**config.mk**
```make
export PLATFORM = sky130hd
export DESIGN_NAME = rrs_exec
export DESIGN_NICKNAME = d
export VERILOG_FILES = /design/src/rtl/rrs_pkg.sv /design/src/rtl/rrs_exec.sv
export SDC_FILE = /design/constraint.sdc
export NUM_CORES = 1
export LEC_CHECK = 0
export BUFFER_PORTS_ARGS = -buffer_cell sky130_fd_sc_hd__clkbuf_2
export CORE_MARGIN = 3
export CORE_UTILIZATION = 47
export CTS_CLUSTER_DIAMETER = 40
export DETAILED_ROUTE_END_ITERATION = 8
export PLACE_DENSITY_LB_ADDON = 0.08
export SYNTH_ARGS = -nofsm -noshare
export SYNTH_HDL_FRONTEND = slang
export SYNTH_SLANG_ARGS = --single-unit
export TNS_END_PERCENT = 50
```
**constraint.sdc**
```tcl
create_clock -name core_clk -period 4.5 [get_ports core_clk]
set_clock_uncertainty 0.15 [all_clocks]
set_input_delay 0.225 -clock core_clk [delete_from_list [all_inputs] [get_ports core_clk]]
set_output_delay 0.225 -clock core_clk [all_outputs]
set_load 0.005 [all_outputs]
```
**src/rtl/rrs_pkg.sv**
```systemverilog
// Package with opcodes, field positions and reset values for the exec block
// Behaviour
// - Return opcode pops the stack and loads the popped top into program counter.
// - Return is one word and takes two instruction cycles.
// - Rotate right shifts operand, old carry into msb, old lsb into carry.
// - Rotate target select 0 writes accumulator, 1 writes source register.
// - Standby instruction clears the powerdown flag.
// - Standby instruction sets the timeout flag.
// - Standby clears the watchdog counter to 00h and its prescaler.
// - After standby the core sleeps with oscillator halted until wake-up.
package rrs_pkg;
	localparam logic [13:0] RRS_OP_RETURN = 14'h0008;
	localparam logic [13:0] RRS_OP_STANDBY = 14'h0063;
	localparam logic [5:0] RRS_OP_ROTATE = 6'h0c;
	localparam int RRS_OPC_HI = 13;
	localparam int RRS_OPC_LO = 8;
	localparam int RRS_DEST_BIT = 7;
	localparam logic [7:0] RRS_ACC_RST = 8'h00;
	localparam logic [12:0] RRS_PC_RST = 13'h0000;
	localparam logic RRS_PD_RST = 1'b1;
	localparam logic RRS_TO_RST = 1'b1;
	localparam logic [1:0] RRS_RETURN_CYCLES = 2'h2;
	typedef enum logic [2:0] {
		RRS_EXEC = 3'b001,
		RRS_FLUSH = 3'b010,
		RRS_SLEEP = 3'b100
	} rrs_state_t;
endpackage

```
**src/rtl/rrs_exec.sv**
```systemverilog
// Executes return, rotate-right-through-carry and standby instructions
`timescale 1ns/1ps
module rrs_exec import rrs_pkg::*; #(
	parameter int PC_W = 13
) (
	input wire logic core_clk,
	input wire logic rst_n,
	input wire logic instr_valid,
	input wire logic [13:0] instr_word,
	input wire logic [PC_W-1:0] stack_top,
	input wire logic [7:0] file_rdata,
	input wire logic carry_in,
	input wire logic wake_up,
	output logic [6:0] file_addr,
	output logic stack_pop,
	output logic [PC_W-1:0] pc,
	output logic pc_load,
	output logic [7:0] acc,
	output logic file_we,
	output logic [7:0] file_wdata,
	output logic shift_out_bit,
	output logic carry_we,
	output logic powerdown_flag,
	output logic timeout_flag,
	output logic watchdog_clear,
	output logic osc_halt,
	output logic instr_ready
);
	// Control state
	rrs_state_t state_reg;
	rrs_state_t state_next;
	// Program counter group
	logic [PC_W-1:0] pc_reg;
	logic [PC_W-1:0] pc_next;
	logic ld_reg;
	logic ld_next;
	// Rotate datapath group
	logic [7:0] acc_reg;
	logic [7:0] acc_next;
	logic [7:0] wdata_reg;
	logic [7:0] wdata_next;
	logic we_reg;
	logic we_next;
	logic c_reg;
	logic c_next;
	logic cwe_reg;
	logic cwe_next;
	// Status flag group
	logic pd_reg;
	logic pd_next;
	logic to_reg;
	logic to_next;
	logic wdc_reg;
	logic wdc_next;
	// Decode
	logic take;
	logic is_ret;
	logic is_rot;
	logic is_stb;
	logic ret_go;
	logic rot_go;
	logic stb_go;
	logic rot_to_file;
	logic [7:0] rot_val;

	assign take = instr_valid && instr_ready;
	assign is_ret = instr_word == RRS_OP_RETURN;
	assign is_stb = instr_word == RRS_OP_STANDBY;
	assign is_rot = instr_word[RRS_OPC_HI:RRS_OPC_LO] == RRS_OP_ROTATE;
	assign ret_go = take && is_ret;
	assign stb_go = take && is_stb;
	assign rot_go = take && is_rot;
	assign rot_to_file = instr_word[RRS_DEST_BIT];
	// Write data lags a cycle, so the register file must latch the address
	assign file_addr = instr_word[6:0];

	// Rotate through carry, one slice per bit
	generate
		for (genvar i = 0; i < 8; i++) begin : g_rot
			if (i == 7) begin : g_top
				assign rot_val[i] = carry_in;
			end else begin : g_body
				assign rot_val[i] = file_rdata[i+1];
			end
		end
	endgenerate

	// Pop is combinational so the stack unit shifts in the first cycle
	assign stack_pop = ret_go;
	// Stalls fetch during the flush cycle and the whole of sleep
	assign instr_ready = state_reg == RRS_EXEC;

	always_comb begin
		state_next = state_reg;
		case (state_reg)
			RRS_EXEC: begin
				if (ret_go) begin
					state_next = RRS_FLUSH;
				end else if (stb_go) begin
					state_next = RRS_SLEEP;
				end
			end
			RRS_FLUSH: begin
				state_next = RRS_EXEC;
			end
			RRS_SLEEP: begin
				// Only a wake-up leaves sleep; fetch stays stalled meanwhile
				if (wake_up) begin
					state_next = RRS_EXEC;
				end
			end
			default: begin
				state_next = RRS_EXEC;
			end
		endcase
	end

	always_ff @(posedge core_clk or negedge rst_n) begin
		if (!rst_n) begin
			state_reg <= RRS_EXEC;
		end else begin
			state_reg <= state_next;
		end
	end

	always_comb begin
		pc_next = pc_reg;
		ld_next = 1'b0;
		if (ret_go) begin
			pc_next = stack_top;
			ld_next = 1'b1;
		end
	end

	always_ff @(posedge core_clk or negedge rst_n) begin
		if (!rst_n) begin
			pc_reg <= RRS_PC_RST[PC_W-1:0];
			ld_reg <= 1'b0;
		end else begin
			pc_reg <= pc_next;
			ld_reg <= ld_next;
		end
	end

	always_comb begin
		acc_next = acc_reg;
		wdata_next = wdata_reg;
		we_next = 1'b0;
		c_next = c_reg;
		cwe_next = 1'b0;
		if (rot_go) begin
			// Only carry is touched; zero and digit carry are left alone
			c_next = file_rdata[0];
			cwe_next = 1'b1;
			if (rot_to_file) begin
				wdata_next = rot_val;
				we_next = 1'b1;
			end else begin
				acc_next = rot_val;
			end
		end
	end

	always_ff @(posedge core_clk or negedge rst_n) begin
		if (!rst_n) begin
			acc_reg <= RRS_ACC_RST;
			wdata_reg <= RRS_ACC_RST;
			we_reg <= 1'b0;
			c_reg <= 1'b0;
			cwe_reg <= 1'b0;
		end else begin
			acc_reg <= acc_next;
			wdata_reg <= wdata_next;
			we_reg <= we_next;
			c_reg <= c_next;
			cwe_reg <= cwe_next;
		end
	end

	always_comb begin
		pd_next = pd_reg;
		to_next = to_reg;
		wdc_next = 1'b0;
		if (stb_go) begin
			pd_next = 1'b0;
			to_next = 1'b1;
			wdc_next = 1'b1;
		end
	end

	always_ff @(posedge core_clk or negedge rst_n) begin
		if (!rst_n) begin
			pd_reg <= RRS_PD_RST;
			to_reg <= RRS_TO_RST;
			wdc_reg <= 1'b0;
		end else begin
			pd_reg <= pd_next;
			to_reg <= to_next;
			wdc_reg <= wdc_next;
		end
	end

	assign pc = pc_reg;
	assign pc_load = ld_reg;
	assign acc = acc_reg;
	assign file_we = we_reg;
	assign file_wdata = wdata_reg;
	assign shift_out_bit = c_reg;
	assign carry_we = cwe_reg;
	assign powerdown_flag = pd_reg;
	assign timeout_flag = to_reg;
	assign watchdog_clear = wdc_reg;
	assign osc_halt = state_reg == RRS_SLEEP;
endmodule // rrs_exec

```
# ---- Yosys cells after proc, flatten, opt, wreduce, memory -nomap -nowiden
# Cells that the tools add are included.
dict set report classes {
  addsub 0
  n_mul 0
  n_div 0
  magnitude_cmp 0
  n_eq_ne 7
  shifts 0
  muxes 9
  bitwise_logic 1
  n_reduce_logical 7
}
# cell n
set op_table {}
lappend op_table {{$eq A14 B4 Y1 const B} 1}
lappend op_table {{$eq A14 B7 Y1 const B} 1}
lappend op_table {{$mux W3} 3}
lappend op_table {{$eq A6 B4 Y1 const B} 1}
lappend op_table {{$pmux W3 S2} 1}
lappend op_table {{$reduce_and A2 Y1} 3}
lappend op_table {{$mux W1} 5}
lappend op_table {{$logic_and A1 B1 Y1} 4}
lappend op_table {{$eq A3 B1 Y1 const B} 1}
lappend op_table {{$eq A3 B3 Y1 const B} 1}
lappend op_table {{$ne A3 B2 Y1 const B} 1}
lappend op_table {{$ne A2 B2 Y1 const B} 1}
lappend op_table {{$not A1 Y1} 1}
dict set report word_totals {
  regBits 38
  latch_bits 0
  ramBits 0
  rom_bits 0
  inputBits 40
  word_cells 34
  mem_count 0
}

# ---- Longest topological paths before layout
dict set report logic_depth {
  ltp_word 6
  ltp_mapped 6
}

# ---- Worst setup path after synthesis
# OpenSTA, ideal clock, no wires.
dict set report synth_timing {
  path_kind {reg-to-reg}
  startpoint {register state_reg[0]}
  endpoint {register acc_reg[0], in the netlist acc[0]}
  setup_time_ns 0.125
  t_arrival_ns 1.685
  path_slack_ns 2.540
  stages_incl_launch_ff 7
  path_buffers 2
  cell_sequence {dfstp_2 -> nor3b_2 -> and4_1 -> clkbuf_1 -> nor2b_1 -> buf_2 -> mux2_2}
}
dict set report synth_between {
  elab_chain_len 4
}
# item line
set synth_rtl {}
lappend synth_rtl {{start, declared} rrs_exec.sv:30} ;# rrs_state_t state_reg;
lappend synth_rtl {{start signal, assigned} rrs_exec.sv:122} ;# state_reg <= state_next;
lappend synth_rtl {{$eq A3 B1 Y1} rrs_exec.sv:91} ;# assign instr_ready = state_reg == RRS_EXEC;
lappend synth_rtl {{net instr_ready} rrs_exec.sv:27} ;# output logic instr_ready
lappend synth_rtl {{$logic_and A1 B1 Y1} rrs_exec.sv:66} ;# assign take = instr_valid && instr_ready;
lappend synth_rtl {{$logic_and A1 B1 Y1} rrs_exec.sv:72} ;# assign rot_go = take && is_rot;
lappend synth_rtl {{$reduce_and A2 Y1 (no source line)} --}
lappend synth_rtl {{end signal, assigned} rrs_exec.sv:172} ;# acc_reg <= acc_next;
lappend synth_rtl {{end, declared} rrs_exec.sv:38} ;# logic [7:0] acc_reg;
# The timed path passes the listed nets, and every way through them passes these cells.
# A chain may end at the register's enable or synchronous reset.

# ---- Worst setup path after layout
dict set report layout_timing {
  startpoint {register state_reg[0]}
  endpoint {register acc_reg[0], in the netlist acc[0]}
}
dict set report layout_between {
  elab_chain_len 4
}
# item line
set layout_rtl {}
lappend layout_rtl {{$eq A3 B1 Y1} rrs_exec.sv:91}
lappend layout_rtl {{$logic_and A1 B1 Y1} rrs_exec.sv:66}
lappend layout_rtl {{$logic_and A1 B1 Y1} rrs_exec.sv:72}
lappend layout_rtl {{$reduce_and A2 Y1 (no source line)} --}
# No other way between the ends.

==> run summary <==
* **run status** finished clean
* **top-level port count** 86
* **detailed-routing iteration count for the pre-antenna-repair pass** 4
* **Slew Limit Fails** 0
* **cell type with the highest aggregate area in the netlist** sky130_fd_sc_hd__dfrtp_1
* **count of distinct cell types in the synthesized netlist** 28
* **worst-case clock buffer depth** 2
* **aggregate global-route resource usage** 0.1823
* **Final Cell Area** 2287 sq um
* **iteration-0 DRC count of the detailed router** 38
* **placement row count** 20
* **measured slew at the worst slew-check pin** 0.8821 ns
* **wire length on met2** 1843 um
* **Mean Syn Cell Area** 14.70 sq um
* **half-perimeter wire length after placement** 2456 um
* **startpoint of the worst-slack reg-to-reg timing path** state_reg[0]$_DFFE_PN1P_
* **Async SR Flop Fraction** 1.000
* **most common library cells after synthesis** sky130_fd_sc_hd__dfrtp_1, sky130_fd_sc_hd__mux2_2, sky130_fd_sc_hd__buf_4, sky130_fd_sc_hd__mux2_4, sky130_fd_sc_hd__inv_1
* **total gr overflow** 0
* **Max VDD drop** 0.1855 mV
* **Mapped Nets** 148
* **DR top layer** met4
* **CP startpoint** state_reg[0]$_DFFE_PN1P_
* **Multi-input gate area** 535.5 sq um
* **detailed route wirelength on metal3** 229 um
* **clock sink count** 38
* **Antenna diodes** 0
* **synthesized instance count** 108
* **Die Footprint** 4111 sq um
* **critical setup path kind** reg2reg
* **Min-Delay Path Class** in2reg
* **H-tree levels** 2
* **crit share post-route** 0.5089
* **detailed-route via count** 1186
* **first-pass GRT wire length** 5727 um
* **DRC violations left** 0
* **DIE WIDTH** 64.12 um
* **Area growth, synth to finish** 44.05%
* **most numerous cell in the Yosys netlist** sky130_fd_sc_hd__dfrtp_1
* **vias in the first global route** 1225
* **setup repair after global routing missed its margin** no
* **start point of the worst min-delay path** instr_word[0]
* **final worst slack** 2.210 ns
* **minimum clock period** 2.290 ns
* **antenna violation net count after detailed routing** 0
* **register bit count reported by yosys** 38
* **clock tree root buffer cell** sky130_fd_sc_hd__clkbuf_4
* **Setup Fix Bufs, Post-CTS** 0
* **fraction of layout instances using a drive strength above 1** 0.5822
* **Reg area** 953.4 sq um
* **worst path required time** 4.58 ns
* **clock-pin slew on the worst setup and hold paths** 0.11 ns
* **maximum capacitance violations** 0
* **post-layout net count** 252
* **CP Capture Type** register
* **Pwr per Cell Area** 270.1 nW/um^2
* **detailed-route wire length** 3333 um
* **portion of the post-synthesis area used by sequential elements** 0.6005
* **CTS tree** built
* **pin count of the biggest net entering global routing** 39
* **leakage component of the power** 1.363 nW
* **critical path startpoint category** register
* **maximum fanout along the worst path** 8
* **achievable frequency** 436.6 MHz
* **clock insertion delay at the later pin of the skew report** 0.33 ns
* **Floorplan Core Area** 3128 sq um
* **routed length per instance** 12.97 um
* **biggest area contributors in the synthesized netlist** sky130_fd_sc_hd__dfrtp_1, sky130_fd_sc_hd__mux2_2, sky130_fd_sc_hd__mux2_4, sky130_fd_sc_hd__buf_4, sky130_fd_sc_hd__dfstp_2
* **# setup viols final** 0
* **Largest register FFs** 13
* **Post-DP Area** 1983 sq um
* **detailed-route vias per instance** 4.615
* **worst slew margin relative to its limit** 0.4119
* **mapped cell area** 1588 sq um
* **initial core utilization** 0.5076
* **number of fill cells in the layout** 223
* **met1 WL** 1220 um
* **number of hold violations in the final report** 0
* **number of CTS-inserted buffers** 5
* **port buffer count** 84
* **most used flip-flop cell after synthesis** sky130_fd_sc_hd__dfrtp_1
* **Die Height** 64.12 um
* **Synth Warn #** 0
* **top cell type's share of synthesized area** 0.5674
* **antenna violations before repair** 0
* **final-layout setup total negative slack** 0 ns
* **Setup WS pre-CTS** 2.211 ns
* **Post-synth EDFFs** 0
* **arrival time worst endpoint** 2.37 ns
* **gp weighted congestion** 0.6393
-- worst paths after layout --
| kind | depth (start not counted) | slack, ns | end |
|---|---|---|---|
| max reg2reg | 4 | 2.21 | acc[0]$_DFFE_PN0P_ |
| min reg2reg | 1 | 0.35 | acc[4]$_DFFE_PN0P_ |
| max | 4 | 2.21 | acc[0]$_DFFE_PN0P_ |
| min | 4 | 0.03 | state_reg[0]$_DFFE_PN1P_ |
| min in group asynchronous | 2 | 0.39 | acc[2]$_DFFE_PN0P_ |
| max in group asynchronous | 2 | 3.27 | pc[0]$_DFFE_PN0P_ |
-- critical path, cell delays in order, from the launching register on --
cell	delay, ns
sky130_fd_sc_hd__dfstp_2	0.54
sky130_fd_sc_hd__nor3b_2	0.20
sky130_fd_sc_hd__and4_1	0.28
sky130_fd_sc_hd__nor2b_1	0.61
sky130_fd_sc_hd__mux2_2	0.41
-- metal layers --
metal	vias to the layer above	track usage
li1	573	-
met1	560	0.1928
met2	47	0.3458
met3	6	0.05624
met4	0	0.04749
met5	-	0
-- stage by stage --
step	total power (W)	cells	hold slack, ns	util
after floorplan	0.0003875	108	-0.2206	-
after global placement	0.0004240	225	0.2316	0.6340
after detailed placement	0.0004275	225	0.2457	0.6340
after CTS	0.0006271	257	0.01221	0.7312
after global routing	0.0006572	257	0.04577	0.7312
final	0.0006177	257	0.02738	0.7312
-- placed cells by master (no fill, tap or decap), drive strengths merged --
master and instances:
a31oi 1, and2 2, and3 1, and4 1
and4b 1, clkbuf 90, clkinv 1, clkinvlp 1
conb 1, dfrtp 36, dfstp 2, dlygate4sd3 24
inv 5, mux2 30, nand2 4, nand2b 1
nand3b 1, nand4 1, nor2 4, nor2b 1
nor3b 2, o21ai 1, or4 2
-- where the power goes --
| part | total, W | internal (W) | switching [W] |
|---|---|---|---|
| clock network | 0.000182 | 0.0000751 | 0.000107 |
| logic | 0.0000749 | 0.0000462 | 0.0000286 |
| registers | 0.000360 | 0.000354 | 0.00000645 |
-- cell families after synthesis --
logic type      share of synthesized area
simple gates                      0.09615
other cells                      0.002362
compound gates                   0.007092
mux                                0.2317
buf+inv                           0.06225
flops                              0.6005
-- layout make-up --
cell class | instances | area share
repair buffers | 108 | 0.2888
flip-flops and latches | 38 | 0.4168
well taps | 44 | 0.02407
clock buffers | 6 | 0.02243
multi-input cells | 54 | 0.2341
inverters | 5 | 0.008206
clock inverters | 2 | 0.005470
-- what timing repair did --
| action | in CTS | in global routing |
|---|---|---|
| resized for setup | 0 | 0 |
| hold buffers | 24 | 0 |
| hold endpoints to repair | 68 | 0 |
No activity file was read; power rests on OpenSTA's default activity.
